**config.mk**
```make
export PLATFORM = sky130hd
export DESIGN_NAME = mcm_ctrl
export DESIGN_NICKNAME = d
export VERILOG_FILES = /design/src/shared/mcm_pkg.sv /design/src/rtl/mcm_ctrl.sv
export VERILOG_INCLUDE_DIRS = /design/src /design/src/shared
export SDC_FILE = /design/constraint.sdc
export NUM_CORES = 1
export LEC_CHECK = 0
export ABC_AREA = 1
export BUFFER_PORTS_ARGS = -buffer_cell sky130_fd_sc_hd__buf_4
export CAP_MARGIN = 20
export CORE_AREA = 2 2 134 136
export DETAILED_ROUTE_END_ITERATION = 10
export DIE_AREA = 0 0 136 138
export PLACE_DENSITY = 0.85
export SLEW_MARGIN = 20
export SYNTH_ARGS = -nofsm -noshare
export SYNTH_HDL_FRONTEND = slang
export SYNTH_SLANG_ARGS = --single-unit
```
**constraint.sdc**
```tcl
create_clock -name pclk -period 3.4 [get_ports pclk]
set_input_delay 0.68 -clock pclk [delete_from_list [all_inputs] [get_ports pclk]]
set_output_delay 0.68 -clock pclk [all_outputs]
set_load 0.05 [all_outputs]
```
**src/shared/mcm_defs.svh**
```systemverilog
// constants for the command mailbox controller
`ifndef MCM_DEFS_SVH
`define MCM_DEFS_SVH

// ----------------------------------------
// software register offsets (apb bytes)
// ----------------------------------------
`define MCM_OFS_CTRL      8'h00
`define MCM_OFS_PASSWORD  8'h04
`define MCM_OFS_PARAM     8'h08
`define MCM_OFS_STATUS    8'h0c
`define MCM_OFS_IRQ_STAT  8'h10
`define MCM_OFS_IRQ_CLR   8'h14
`define MCM_OFS_IRQ_EN    8'h18
`define MCM_OFS_CMD       8'h1c

// ----------------------------------------
// fields and reset values
// ----------------------------------------
`define MCM_CTRL_START    0
`define MCM_IRQ_DONE      0
`define MCM_IRQ_FAIL      1
`define MCM_IRQ_TMO       2
`define MCM_IRQ_GIVEUP    3
`define MCM_IRQ_W         4
`define MCM_RST_CMD       16'hb688
`define MCM_RST_PARAM     16'h0200
`define MCM_RST_PASSWORD  32'h0000_0000

// ----------------------------------------
// device map and block contents
// ----------------------------------------
`define MCM_DEV_BLOCK     16'h1f40
`define MCM_DEV_ECHO      16'h1f54
`define MCM_DEV_STATUS    16'h1f55
`define MCM_BLOCK_LAST    5'h13
`define MCM_WORD_LEN      16'h000c
`define MCM_WORD_DEST     16'h1201
`define MCM_WORD_3        16'h0001
`define MCM_WORD_SETUP17  16'h1f53
`define MCM_WORD_SETUP18  16'h1f54
`define MCM_WORD_SETUP19  16'h1f55
`define MCM_BUSY_CODE     16'h0003

// ----------------------------------------
// timing
// ----------------------------------------
`define MCM_CLK_NS        8
`define MCM_TIMEOUT_NS    1000000000
`define MCM_MAX_RETRY     3

`endif

```
**src/shared/mcm_pkg.sv**
```systemverilog
// types for the command mailbox controller
package mcm_pkg;
  typedef enum logic [1:0] {
    MCM_IDLE,
    MCM_WRITE,
    MCM_POLL,
    MCM_ECHO
  } mcm_state_t;
endpackage

```
**src/rtl/mcm_ctrl.sv**
```systemverilog
// command mailbox controller: apb slave, drives device register port
//
// The APB register port is this design's own decision.
`timescale 1ns/10ps
`include "mcm_defs.svh"
module mcm_ctrl
  import mcm_pkg::*;
#(
  parameter int unsigned TIMEOUT_CYCLES = `MCM_TIMEOUT_NS / `MCM_CLK_NS
) (
  input  wire logic        pclk,
  input  wire logic        presetn,
  input  wire logic        psel,
  input  wire logic        penable,
  input  wire logic        pwrite,
  input  wire logic [7:0]  paddr,
  input  wire logic [31:0] pwdata,
  output logic      [31:0] prdata,
  output logic             pready,
  output logic             pslverr,
  output logic             irq,
  output logic             dev_req,
  output logic             dev_we,
  output logic      [15:0] dev_addr,
  output logic      [15:0] dev_wdata,
  output logic             dev_last,
  input  wire logic        dev_ack,
  input  wire logic [15:0] dev_rdata
);

  // ----------------------------------------
  // declarations
  // ----------------------------------------
  mcm_state_t                state_reg;
  logic [4:0]                idx_reg;
  logic [1:0]                retry_reg;
  logic [31:0]               cnt_reg;
  logic [15:0]               cmd_reg;
  logic [15:0]               cmd_lat_reg;
  logic [15:0]               param_reg;
  logic [31:0]               pw_reg;
  logic [15:0]               seen_reg;
  logic [15:0]               echo_reg;
  logic [7:0]                result_reg;
  logic                      tmo_flag_reg;
  logic                      giveup_reg;
  logic [`MCM_IRQ_W-1:0]     irq_stat_reg;
  logic [`MCM_IRQ_W-1:0]     irq_en_reg;
  logic [`MCM_IRQ_W-1:0]     irq_set;
  logic [`MCM_IRQ_W-1:0]     irq_clr;
  logic                      wr_acc;
  logic                      start_w;
  logic                      mapped;
  logic                      tmo_hit;

  assign wr_acc  = psel && penable && pready && pwrite;
  assign start_w = wr_acc && (paddr == `MCM_OFS_CTRL)
                   && pwdata[`MCM_CTRL_START] && (state_reg == MCM_IDLE);
  assign tmo_hit = (cnt_reg >= TIMEOUT_CYCLES);
  assign irq_clr = (wr_acc && paddr == `MCM_OFS_IRQ_CLR)
                   ? pwdata[`MCM_IRQ_W-1:0] : '0;

  // ----------------------------------------
  // block word contents
  // ----------------------------------------
  function automatic logic [15:0] block_word(
    input logic [4:0]  i,
    input logic [15:0] cmd,
    input logic [31:0] pw,
    input logic [15:0] param
  );
    case (i)
      5'h00:   block_word = cmd;
      5'h01:   block_word = `MCM_WORD_LEN;
      5'h02:   block_word = `MCM_WORD_DEST;
      5'h03:   block_word = `MCM_WORD_3;
      5'h04:   block_word = pw[31:16];
      5'h05:   block_word = pw[15:0];
      5'h06:   block_word = param;
      5'h11:   block_word = `MCM_WORD_SETUP17;
      5'h12:   block_word = `MCM_WORD_SETUP18;
      5'h13:   block_word = `MCM_WORD_SETUP19;
      default: block_word = 16'h0000;
    endcase
  endfunction

  function automatic logic is_mapped(input logic [7:0] a);
    case (a)
      `MCM_OFS_CTRL, `MCM_OFS_PASSWORD, `MCM_OFS_PARAM, `MCM_OFS_STATUS,
      `MCM_OFS_IRQ_STAT, `MCM_OFS_IRQ_CLR, `MCM_OFS_IRQ_EN,
      `MCM_OFS_CMD: is_mapped = 1'b1;
      default:      is_mapped = 1'b0;
    endcase
  endfunction

  assign mapped = is_mapped(paddr);

  // ----------------------------------------
  // apb slave: one wait-free access phase
  // ----------------------------------------
  always_ff @(posedge pclk or negedge presetn) begin
    if (!presetn) begin
      pready  <= 1'b0;
      pslverr <= 1'b0;
      prdata  <= 32'h0000_0000;
    end else begin
      pready  <= psel && !penable && !pready;
      pslverr <= psel && !penable && !pready && !mapped;
      prdata  <= 32'h0000_0000;
      if (psel && !penable && !pwrite) begin
        case (paddr)
          `MCM_OFS_PASSWORD: prdata <= pw_reg;
          `MCM_OFS_PARAM:    prdata <= {16'h0000, param_reg};
          `MCM_OFS_STATUS:   prdata <= {echo_reg, result_reg, 5'h00,
                                        giveup_reg, tmo_flag_reg,
                                        state_reg != MCM_IDLE};
          `MCM_OFS_IRQ_STAT: prdata <= {28'h0000000, irq_stat_reg};
          `MCM_OFS_IRQ_EN:   prdata <= {28'h0000000, irq_en_reg};
          `MCM_OFS_CMD:      prdata <= {16'h0000, cmd_reg};
          default:           prdata <= 32'h0000_0000;
        endcase
      end
    end
  end

  // software-owned settings
  always_ff @(posedge pclk or negedge presetn) begin
    if (!presetn) begin
      cmd_reg    <= `MCM_RST_CMD;
      param_reg  <= `MCM_RST_PARAM;
      pw_reg     <= `MCM_RST_PASSWORD;
      irq_en_reg <= '0;
    end else if (wr_acc) begin
      case (paddr)
        `MCM_OFS_CMD:      cmd_reg    <= pwdata[15:0];
        `MCM_OFS_PARAM:    param_reg  <= pwdata[15:0];
        `MCM_OFS_PASSWORD: pw_reg     <= pwdata;
        `MCM_OFS_IRQ_EN:   irq_en_reg <= pwdata[`MCM_IRQ_W-1:0];
        default:           cmd_reg    <= cmd_reg;
      endcase
    end
  end

  // ----------------------------------------
  // command sequencer
  // ----------------------------------------
  always_ff @(posedge pclk or negedge presetn) begin
    if (!presetn) begin
      state_reg    <= MCM_IDLE;
      idx_reg      <= 5'h00;
      retry_reg    <= 2'h0;
      cmd_lat_reg  <= 16'h0000;
      seen_reg     <= 16'h0000;
      echo_reg     <= 16'h0000;
      result_reg   <= 8'h00;
      tmo_flag_reg <= 1'b0;
      giveup_reg   <= 1'b0;
    end else begin
      case (state_reg)
        MCM_IDLE: begin
          if (start_w) begin
            state_reg    <= MCM_WRITE;
            idx_reg      <= 5'h00;
            retry_reg    <= 2'h0;
            cmd_lat_reg  <= cmd_reg;
            tmo_flag_reg <= 1'b0;
            giveup_reg   <= 1'b0;
          end
        end
        MCM_WRITE: begin
          if (dev_ack) begin
            if (idx_reg == `MCM_BLOCK_LAST) begin
              state_reg <= MCM_POLL;
            end else begin
              idx_reg <= idx_reg + 5'h01;
            end
          end
        end
        MCM_POLL: begin
          if (dev_ack) begin
            if (dev_rdata == `MCM_BUSY_CODE) begin
              if (tmo_hit) begin
                state_reg    <= MCM_IDLE;
                tmo_flag_reg <= 1'b1;
              end
            end else begin
              seen_reg  <= dev_rdata;
              state_reg <= MCM_ECHO;
            end
          end
        end
        MCM_ECHO: begin
          if (dev_ack) begin
            echo_reg <= dev_rdata;
            if (dev_rdata != cmd_lat_reg) begin
              if (retry_reg < 2'(`MCM_MAX_RETRY)) begin
                state_reg <= MCM_WRITE;
                idx_reg   <= 5'h00;
                retry_reg <= retry_reg + 2'h1;
              end else begin
                state_reg  <= MCM_IDLE;
                giveup_reg <= 1'b1;
              end
            end else begin
              state_reg  <= MCM_IDLE;
              result_reg <= seen_reg[7:0];
            end
          end
        end
        default: state_reg <= MCM_IDLE;
      endcase
    end
  end

  // busy timer, restarts with each poll phase
  always_ff @(posedge pclk or negedge presetn) begin
    if (!presetn) begin
      cnt_reg <= 32'h0000_0000;
    end else if (state_reg != MCM_POLL) begin
      cnt_reg <= 32'h0000_0000;
    end else if (!tmo_hit) begin
      cnt_reg <= cnt_reg + 32'h0000_0001;
    end
  end

  // ----------------------------------------
  // device register port
  // ----------------------------------------
  // one idle cycle between requests keeps issue logic off the ack path
  always_ff @(posedge pclk or negedge presetn) begin
    if (!presetn) begin
      dev_req   <= 1'b0;
      dev_we    <= 1'b0;
      dev_addr  <= 16'h0000;
      dev_wdata <= 16'h0000;
      dev_last  <= 1'b0;
    end else if (dev_req) begin
      if (dev_ack) begin
        dev_req <= 1'b0;
      end
    end else if (state_reg == MCM_WRITE) begin
      dev_req   <= 1'b1;
      dev_we    <= 1'b1;
      dev_addr  <= `MCM_DEV_BLOCK + {11'h000, idx_reg};
      dev_wdata <= block_word(idx_reg, cmd_lat_reg, pw_reg, param_reg);
      dev_last  <= (idx_reg == `MCM_BLOCK_LAST);
    end else if (state_reg == MCM_POLL || state_reg == MCM_ECHO) begin
      dev_req   <= 1'b1;
      dev_we    <= 1'b0;
      dev_addr  <= (state_reg == MCM_POLL) ? `MCM_DEV_STATUS
                                           : `MCM_DEV_ECHO;
      dev_wdata <= 16'h0000;
      dev_last  <= 1'b0;
    end
  end

  // ----------------------------------------
  // interrupts
  // ----------------------------------------
  always_comb begin
    irq_set = '0;
    if (state_reg == MCM_ECHO && dev_ack && dev_rdata == cmd_lat_reg) begin
      irq_set[`MCM_IRQ_DONE] = 1'b1;
      irq_set[`MCM_IRQ_FAIL] = (seen_reg[7:0] != 8'h00);
    end
    if (state_reg == MCM_POLL && dev_ack && tmo_hit
        && dev_rdata == `MCM_BUSY_CODE) begin
      irq_set[`MCM_IRQ_TMO] = 1'b1;
    end
    if (state_reg == MCM_ECHO && dev_ack && dev_rdata != cmd_lat_reg
        && retry_reg == 2'(`MCM_MAX_RETRY)) begin
      irq_set[`MCM_IRQ_GIVEUP] = 1'b1;
    end
  end

  // set wins over a clear in the same cycle
  always_ff @(posedge pclk or negedge presetn) begin
    if (!presetn) begin
      irq_stat_reg <= '0;
      irq         <= 1'b0;
    end else begin
      irq_stat_reg <= (irq_stat_reg & ~irq_clr) | irq_set;
      irq          <= |(((irq_stat_reg & ~irq_clr) | irq_set) & irq_en_reg);
    end
  end
endmodule

```
==> impl_metrics.json, run 1 <==
{
  "slew_viol_final": 0,
  "synthArstFlopShare_pct": 100.0,
  "yosysUniqueCellTypes": 44,
  "firstDrtPassIters": 9,
  "clkTransAtPathRegs_ns": 0.07,
  "path_max_fanout": 18,
  "dr_total_vias": 9806,
  "die-area_mm2": 0.01877,
  "synth_area_mm2": 0.01081,
  "period_needed_ns": 2.176,
  "port-buffer-count": 126,
  "grt_start_max_net_pins": 81,
  "r2r_end": "cmd_lat_reg[0]$_DFFE_PN0P_",
  "power_uw": 7901,
  "cts_resized": 0,
  "htree_levels": 1,
  "nFillCells": 1338,
  "rsz0062_at_grt": "no",
  "pin_count": 132,
  "synth_area_leaders": "dfrtp_1 50%, nand2_1 14%, o21ai_0 5.1%, inv_1 4.7%, nor2_1 3.8%",
  "fp-row-count": 49,
  "place_hpwl_um": 22600,
  "start_kind": "register",
  "grt.overflow.total": 0,
  "cts-buffers-inserted": 24,
  "rrSetupSlack_ns": 1.22,
  "die_w_um": 136,
  "relSlewSlack_pct": 54.50,
  "initial_core_util_pct": 61.62,
  "grt_antenna_before_repair": 0,
  "layout_commonest_cell": "nand2_1",
  "ff2ff_path_depth": 6,
  "final_util_pct": 72.52,
  "grt_pass1_vias": 9379,
  "clock_sinks": 223,
  "ys_ff_latch": 223,
  "postRouteAntennaNets": 0,
  "postPlaceCellArea_mm2": 0.01189,
  "fmax_ghz": 0.4596,
  "nets": 1535,
  "min_path_type": "in2async",
  "syn_to_final_growth_pct": 17.68,
  "synth.yosys.seq_area_share_pct": 51.74,
  "synth_top_area_share_pct": 49.79,
  "wire_per_inst_um": 17.97,
  "setup_viol": 0,
  "status": "finished clean",
  "hold_viol": 0,
  "rr_startpoint": "state_reg[0]$_DFFE_PN0P_",
  "min_period_over_period_pct": 64.00,
  "antennaDiodeCount": 0,
  "synth_edf_count": 0,
  "synth_top_area_cell": "dfrtp_1",
  "critical_path.endpoint_type": "register",
  "postCtsSetupRepairBufs": 0,
  "layout-drive-gt1-share_pct": 16.64,
  "synthCells": 1353,
  "worstMarginPinSlew_ns": 0.6800,
  "finalSetupTns_ns": 0,
  "core_mm2": 0.01753,
  "dp.cells": 1669,
  "wl_um": 30780,
  "yosysWarningCount": 0,
  "grt_pass1_wl_um": 49070,
  "fin_area_mm2": 0.01272,
  "path_class": "reg2reg",
  "synthFlopType": "dfrtp_1",
  "cts_root_buf": "clkbuf_16",
  "mostFrequentLayoutCells": "392 x nand2_1, 215 x dfrtp_1, 137 x buf_4",
  "peakVddDrop_mv": 0.5542,
  "drc": 0,
  "drv_cap": 0,
  "skew_ns": 0.01497,
  "postCtsHoldBufs": 0,
  "clock_latency_ns": 0.52,
  "drt_iter0_markers": 1257,
  "powerDensity_mw_per_mm2": 621.3,
  "cts_tree": "built",
  "die_h_um": 138,
  "required_ns": 3.84,
  "place_congestion": 0.9808,
  "arrival_ns": 2.61,
  "clk_path_buf_depth": 3,
  "fin_cells": 1713,
  "track_usage_pct": 33.36,
  "avgSynthCellArea_um2": 7.986,
  "p_leak_uw": 0.006184,
  "viasPerCell": 5.724
}
## Yosys cell counts (2+ instances only)
cell type and number:
nor3_2 2, buf_4 11, o21ai_1 37, o31ai_1 2, nor2_1 110, o211ai_1 2
xor2_1 5, inv_1 134, nor4_1 3, buf_6 3, dfstp_2 8, o2111ai_1 3
nand4_1 19, nor3_1 21, buf_2 19, clkbuf_1 23, a221oi_1 10, nand2_2 8
o22ai_1 5, nand3_1 77, a31oi_1 4, o21ai_0 110, nor2_4 3, a211oi_1 2
dfrtp_1 215, nand2_1 392, nand3_2 2, o2bb2ai_1 3, mux2_1 6, nor2_2 8
a21oi_1 57, ha_1 7, a21oi_2 10, inv_2 21, or2_2 2
## report_power, final
part,internal (µW),switching [µW]
Clock,1620,1080
Combinational,586,1460
Sequential,2950,195
## final cells by class
type | count | area (µm²) | area share, %
clock inverters | 11 | 152.6 | 1.200
flip-flops and latches | 223 | 5590 | 43.96
multi-input cells | 923 | 4367 | 34.34
inverters | 155 | 581.8 | 4.575
well taps | 229 | 286.5 | 2.253
clock buffers | 33 | 674.4 | 5.304
repair buffers | 139 | 1064 | 8.364
## cell families after synthesis
logic type	after synthesis	share of synthesized area, %
mux	6	0.6252
simple gates	651	25.27
buf+inv	211	8.140
compound gates	249	12.98
flops	223	51.74
other cells	1	0.03470
xor+xnor	5	0.4053
fa+ha+maj	7	0.8105
## worst max-delay path, cell delays in order (launching register included)
cell     delay (ns)
dfrtp_1        0.46
nor2_1         0.57
inv_2          0.13
nor2_2         0.48
buf_4          0.31
nand2_1        0.08
o21ai_0        0.08
## stage by stage
stage	setup slack [ns]	hold WS, ns
after floorplan	1.510	0.3844
after global placement	0.8889	0.4655
after detailed placement	0.8504	0.4665
after CTS	1.296	0.1521
after global routing	1.055	0.1740
final	1.224	0.1237
## per-layer routing
layer  GRT usage (%)  up-vias  share of wire [%]
met5               0        -                  0
met3           6.087      105                8.7
li1                -     4590                  -
met2           51.97      521                 46
met1           46.35     4590                 40
met4           13.87        0                4.7
## how the worst max path moves through the flow
stage,depth (start not counted),to,start
finish,6,cmd_lat_reg[0]$_DFFE_PN0P_,state_reg[0]$_DFFE_PN0P_
global placement,9,prdata[16]$_DFF_PN0_,paddr[5]
floorplan,11,prdata[18]$_DFF_PN0_,paddr[6]
detailed placement,8,cmd_reg[8]$_DFFE_PN0P_,paddr[5]
CTS,6,cmd_lat_reg[0]$_DFFE_PN0P_,state_reg[0]$_DFFE_PN0P_
global route,10,dev_wdata[3]$_DFFE_PN0P_,idx_reg[1]$_DFFE_PN0P_
Note: power is estimated with default switching activity, not from simulation.
==> inputs of run 2 (changes only) <==
--- a/config.mk
+++ b/config.mk
@@ -9,10 +9,10 @@
 export ABC_AREA = 1
 export BUFFER_PORTS_ARGS = -buffer_cell sky130_fd_sc_hd__buf_4
 export CAP_MARGIN = 20
-export CORE_AREA = 2 2 134 136
+export CORE_AREA = 2 2 140 142
 export DETAILED_ROUTE_END_ITERATION = 10
-export DIE_AREA = 0 0 136 138
-export PLACE_DENSITY = 0.85
+export DIE_AREA = 0 0 142 144
+export PLACE_DENSITY = 0.79
 export SLEW_MARGIN = 20
 export SYNTH_ARGS = -nofsm -noshare
 export SYNTH_HDL_FRONTEND = slang
==> constraint.sdc (replaced) <==
create_clock -name pclk -period 2.03 [get_ports pclk]
set_input_delay 0.406 -clock pclk [delete_from_list [all_inputs] [get_ports pclk]]
set_output_delay 0.406 -clock pclk [all_outputs]
set_load 0.05 [all_outputs]
==> run 2 against run 1 <==
Compared with the run above: utilization down 3.6 points; register-to-register slack worse by 1.1 ns; critical path type unchanged; largest power group unchanged; via count up 1.6%.
==> impl_metrics.json, run 2 (synthesis results as in run 1) <==
{
  "grt.overflow.total": 0,
  "grt_pass1_vias": 9521,
  "required_ns": 2.51,
  "fmax_ghz": 0.5247,
  "seqCellArea_mm2": 0.005590,
  "fin_area_mm2": 0.01314,
  "min_path_type": "in2reg",
  "worstMarginPinSlew_ns": 0.5678,
  "start_kind": "register",
  "grt_pass1_wl_um": 49850,
  "drc": 0,
  "place_hpwl_um": 23570,
  "critical_path.endpoint_type": "register",
  "skew_ns": 0.02112,
  "dr_total_vias": 9966,
  "period_needed_ns": 1.906,
  "wire_per_inst_um": 17.98,
  "cts_tree": "built",
  "p_leak_uw": 0.006420,
  "clock_latency_ns": 0.53,
  "wl_um": 31570,
  "die_w_um": 142,
  "grt_start_max_net_pins": 56,
  "layout_commonest_cell": "nand2_1",
  "hold_viol": 0,
  "die-area_mm2": 0.02045,
  "clkTransAtPathRegs_ns": 0.06,
  "port-buffer-count": 126,
  "path_max_fanout": 16,
  "multiInputGateArea_mm2": 0.004372,
  "die_h_um": 144,
  "peakVddDrop_mv": 0.6532,
  "fp-row-count": 51,
  "pin_count": 132,
  "clock_sinks": 223,
  "mostFrequentLayoutCells": "390 x nand2_1, 215 x dfrtp_1, 164 x buf_4",
  "cts_root_buf": "clkbuf_16",
  "clk_path_buf_depth": 3,
  "status": "finished clean",
  "layout-drive-gt1-share_pct": 18.64,
  "htree_levels": 1,
  "setup_viol": 0,
  "core_mm2": 0.01908,
  "viasPerCell": 5.675,
  "arrival_ns": 2.38,
  "powerDensity_mw_per_mm2": 1055,
  "finalSetupTns_ns": 0,
  "grt_antenna_before_repair": 0,
  "path_class": "reg2reg",
  "track_usage_pct": 31.30,
  "nFillCells": 1558,
  "antennaDiodeCount": 0,
  "slew_viol_final": 0,
  "nets": 1569,
  "drv_cap": 0,
  "rrSetupSlack_ns": 0.12,
  "cts-buffers-inserted": 24,
  "min_period_over_period_pct": 93.89,
  "drt_iter0_markers": 1196,
  "firstDrtPassIters": 6,
  "syn_to_final_growth_pct": 21.63,
  "relSlewSlack_pct": 61.85,
  "postRouteAntennaNets": 0,
  "place_congestion": 0.9464,
  "initial_core_util_pct": 56.63,
  "postPlaceCellArea_mm2": 0.01220
}
==> run 2: changes by cell type in the layout (fill, tap and decap cells not counted), moves of 2 or more <==
cell        delta
clkinv_4       +2
clkinvlp_4     -2
nand2_2        +2
nand2_1        -2
buf_4         +27
bufinv_16      +3
buf_12         +6
==> run 2: layer usage <==
metal / GRT usage [%] / part of all wire, % / wire length (µm) / vias up
li1: - / - / - / 4658
met1: 43.61 / 41 / 12940 / 4672
met2: 49.45 / 46 / 14400 / 541
met3: 4.172 / 8.7 / 2736 / 95
met4: 14.00 / 4.7 / 1491 / 0
met5: 0 / 0 / 0 / -
==> run 2: per-stage QoR <==
step	power [µW]	utilization (%)	instances	hold WS, ns	worst slack, ns
finish	13860	68.88	1756	0.07446	0.1241
global route	14480	68.88	1756	0.06733	-0.01724
CTS	13820	68.70	1754	0.05776	0.07137
detailed placement	8860	63.92	1709	0.2971	0.06310
global placement	8748	63.92	1709	0.2999	0.1137
floorplan	7602	-	1357	0.1104	0.3466
==> run 2: final timing paths <==
kind	depth (start not counted)	to	start
worst max-delay path	11	dev_wdata[3]$_DFFE_PN0P_	idx_reg[0]$_DFFE_PN0P_
worst min-delay path	2	pready$_DFF_PN0_	penable
worst max register to register	11	dev_wdata[3]$_DFFE_PN0P_	idx_reg[0]$_DFFE_PN0P_
worst min register to register	2	echo_reg[10]$_DFFE_PN0P_	echo_reg[10]$_DFFE_PN0P_
max in group asynchronous	3	cmd_reg[9]$_DFFE_PN1P_	presetn
min in group asynchronous	2	cnt_reg[18]$_DFFE_PN0P_	presetn
==> run 2: where the power goes <==
part | total [µW] | switching (µW) | internal, µW
Combinational | 3650 | 2510 | 1140
Sequential | 5270 | 324 | 4950
Clock | 4930 | 1840 | 3100
Total | 13900 | 4670 | 9190
==> run 2: critical path, stage by stage (launching register included) <==
cell	delay, ns
dfrtp_1	0.42
inv_1	0.12
ha_1	0.16
inv_1	0.04
nor2_1	0.18
nand2_2	0.09
inv_2	0.17
nor3_2	0.08
a41oi_4	0.25
buf_12	0.17
o21ai_0	0.10
nand2_1	0.07
==> run 2: area by class of cell <==
type | instances | share of cell area (%)
Clock buffer | 32 | 5.103
Clock inverter | 12 | 1.761
Inverter | 155 | 4.446
Multi-Input combinational cell | 923 | 33.26
Sequential cell | 223 | 42.54
Tap cell | 238 | 2.266
Timing Repair Buffer | 173 | 10.62
==> run 2: repair_timing <==
action | in CTS | in global routing
buffers inserted | 0 | 2
hold buffers | 1 | 0
setup endpoints to repair | 0 | 17
resized for setup | 0 | 4
endpoints found under the hold margin | 28 | 0
==> inputs of run 3 (changes only) <==
--- a/config.mk
+++ b/config.mk
@@ -7,13 +7,12 @@
 export NUM_CORES = 1
 export LEC_CHECK = 0
 export ABC_AREA = 1
-export BUFFER_PORTS_ARGS = -buffer_cell sky130_fd_sc_hd__buf_4
 export CAP_MARGIN = 20
-export CORE_AREA = 2 2 140 142
+export CORE_AREA = 2 2 133 135
 export DETAILED_ROUTE_END_ITERATION = 10
-export DIE_AREA = 0 0 142 144
+export DIE_AREA = 0 0 135 137
+export DONT_BUFFER_PORTS = 1
 export PLACE_DENSITY = 0.79
-export SLEW_MARGIN = 20
 export SYNTH_ARGS = -nofsm -noshare
 export SYNTH_HDL_FRONTEND = slang
 export SYNTH_SLANG_ARGS = --single-unit
==> run 3 against run 2 <==
Compared with the run above: the flow now finishes with violations (negative hold slack); critical path depth did not move; sequential power rose by 12%; combinational power fell by 32%; total power fell by 7.0%; non-clock buffer count fell by 139; first-iteration DRC count fell by 9.3%; sequential share of layout area rose by 4.1 points; final cell count fell by 8.7%.
==> impl_metrics.json, run 3 (synthesis results as in run 1) <==
{
  "peakVddDrop_mv": 0.7535,
  "firstDrtPassIters": 5,
  "cts_root_buf": "clkbuf_16",
  "hold-worst-slack_ns": -0.4179,
  "wire_per_inst_um": 18.34,
  "power_frac_seq_pct": 45.7,
  "powerDensity_mw_per_mm2": 1075,
  "layout-drive-gt1-share_pct": 10.59,
  "mostFrequentLayoutCells": "391 x nand2_1, 213 x dfrtp_1, 134 x inv_1",
  "endpoint": "dev_wdata[4]$_DFFE_PN0P_",
  "p_int_uw": 8481,
  "viasPerCell": 5.789,
  "pin_count": 132,
  "path_buf_inv": 4,
  "grt_pass1_wl_um": 45370,
  "setup_viol": 0,
  "clock_sinks": 223,
  "clk_path_buf_depth": 3,
  "fmax_ghz": 0.5120,
  "relSlewSlack_pct": 63.61,
  "crit_cells": 11,
  "grt-busiest-layer": "met2",
  "slew_viol_final": 0,
  "die_h_um": 137,
  "required_ns": 2.44,
  "wl_um": 29410,
  "rrSetupSlack_ns": 0.08,
  "port-buffer-count": 0,
  "sw_frac_of_total_pct": 34.24,
  "use_met1_pct": 44.95,
  "grt_start_max_net_pins": 224,
  "clock_power_share_pct": 35.1,
  "p_leak_uw": 0.005692,
  "nets": 1430,
  "ff2ff_path_depth": 11,
  "crit_start": "idx_reg[1]$_DFFE_PN0P_",
  "finalSetupTns_ns": 0,
  "syn_to_final_growth_pct": 11.01,
  "min_path_type": "in2async",
  "grt.overflow.total": 0,
  "postRouteAntennaNets": 0,
  "cp_cell_sequence": "inv_1 > ha_1 > inv_1 > nor2_1 > nand2_2 > clkinv_4 > nor3_4 > a41oi_4 > buf_4 > nand2_1 > nand2_1",
  "p_comb_share_pct": 19.2,
  "antennaDiodeCount": 0,
  "clkTransAtPathRegs_ns": 0.06,
  "arrival_ns": 2.37,
  "p_sw_uw": 4415,
  "r2r_end": "dev_wdata[4]$_DFFE_PN0P_",
  "layout_commonest_cell": "nand2_1",
  "slowest_delay_ns": 0.41,
  "min_period_over_period_pct": 96.21,
  "cts-buffers-inserted": 24,
  "grt_antenna_before_repair": 0,
  "drt_iter0_markers": 1085,
  "fp-row-count": 48,
  "critical_path.endpoint_type": "register",
  "period_needed_ns": 1.953,
  "drv_cap": 0,
  "postCtsHoldBufs": 1,
  "die-area_mm2": 0.01850,
  "initial_core_util_pct": 63.35,
  "dr_total_vias": 9286,
  "path_max_fanout": 15,
  "core_mm2": 0.01706,
  "skew_ns": 0.01552,
  "status": "finished with violations",
  "path_class": "reg2reg",
  "place_hpwl_um": 21150,
  "path_delay_family": "simple AND/OR/NAND/NOR gates",
  "grt.met2_usage_pct": 48.08,
  "worstMarginPinSlew_ns": 0.5458,
  "clock_latency_ns": 0.53,
  "postPlaceCellArea_mm2": 0.01112,
  "nFillCells": 1371,
  "met3_usage_pct": 5.556,
  "track_usage_pct": 31.64,
  "hold_viol": 221,
  "rr_startpoint": "idx_reg[1]$_DFFE_PN0P_",
  "fin_area_mm2": 0.01200,
  "power_uw": 12900,
  "place_congestion": 0.9800,
  "slowest_stage": "dfrtp_2",
  "htree_levels": 1,
  "grt_pass1_vias": 8655,
  "violations": "negative hold slack",
  "die_w_um": 135,
  "drc": 0,
  "start_kind": "register",
  "cts_tree": "built"
}
==> run 3: power groups by stage <==
stage	Clock, µW	Combinational (µW)	Sequential, µW
after floorplan	0	1700	5900
after global placement	0	2330	5950
after detailed placement	0	2400	5960
after CTS	4570	2420	5890
after global routing	4740	2740	5940
final	4530	2470	5900
==> run 3: metal layers <==
layer | vias to the layer above | share of wire, %
met1 | 4335 | 41
met3 | 90 | 9.6
met5 | - | 0
met4 | 0 | 4.5
met2 | 484 | 45
li1 | 4377 | -
==> run 3: per-stage QoR <==
stage	utilization (%)	hold slack [ns]	cells	worst slack, ns
3_3_place_gp	65.18	0.1162	1557	0.1621
4_1_cts	70.08	-0.4289	1602	0.05863
2_1_floorplan	-	0.1104	1357	0.3466
6_report	70.33	-0.4179	1604	0.07695
3_5_place_dp	65.18	0.1179	1557	0.1097
5_1_grt	70.33	-0.4348	1604	-0.02942
==> run 3: layout make-up <==
cell class              count  area [µm²]  area share, %
multi-input cells         923        4388          36.58
repair buffers             34       320.3          2.670
well taps                 225       281.5          2.347
flip-flops and latches    223        5593          46.63
clock inverters             9       102.6         0.8553
clock buffers              35       723.2          6.029
inverters                 155       586.8          4.892
==> run 3: repair_timing <==
action / 4_1_cts / 5_1_grt
setup endpoints to repair: 0 / 21
resized for setup: 0 / 8
hold endpoints to repair: 224 / 223
setup buffers: 0 / 2
==> run 3: worst register-to-register path, cell delays in order, from the launching register on <==
cell      delay (ns)
dfrtp_2         0.41
inv_1           0.09
ha_1            0.20
inv_1           0.11
nor2_1          0.08
nand2_2         0.13
clkinv_4        0.13
nor3_4          0.22
a41oi_4         0.12
buf_4           0.21
nand2_1         0.08
nand2_1         0.06
==> run 3: how the worst min path moves through the flow <==
stage / from / cells after the start / slack [ns] / end
2_1_floorplan: presetn / 0 / 0.11 / cmd_lat_reg[0]$_DFFE_PN0P_
3_3_place_gp: presetn / 0 / 0.12 / cnt_reg[12]$_DFFE_PN0P_
3_5_place_dp: presetn / 0 / 0.12 / cnt_reg[15]$_DFFE_PN0P_
4_1_cts: presetn / 0 / -0.43 / cnt_reg[2]$_DFFE_PN0P_
5_1_grt: presetn / 0 / -0.43 / cnt_reg[27]$_DFFE_PN0P_
6_report: presetn / 0 / -0.42 / cnt_reg[15]$_DFFE_PN0P_
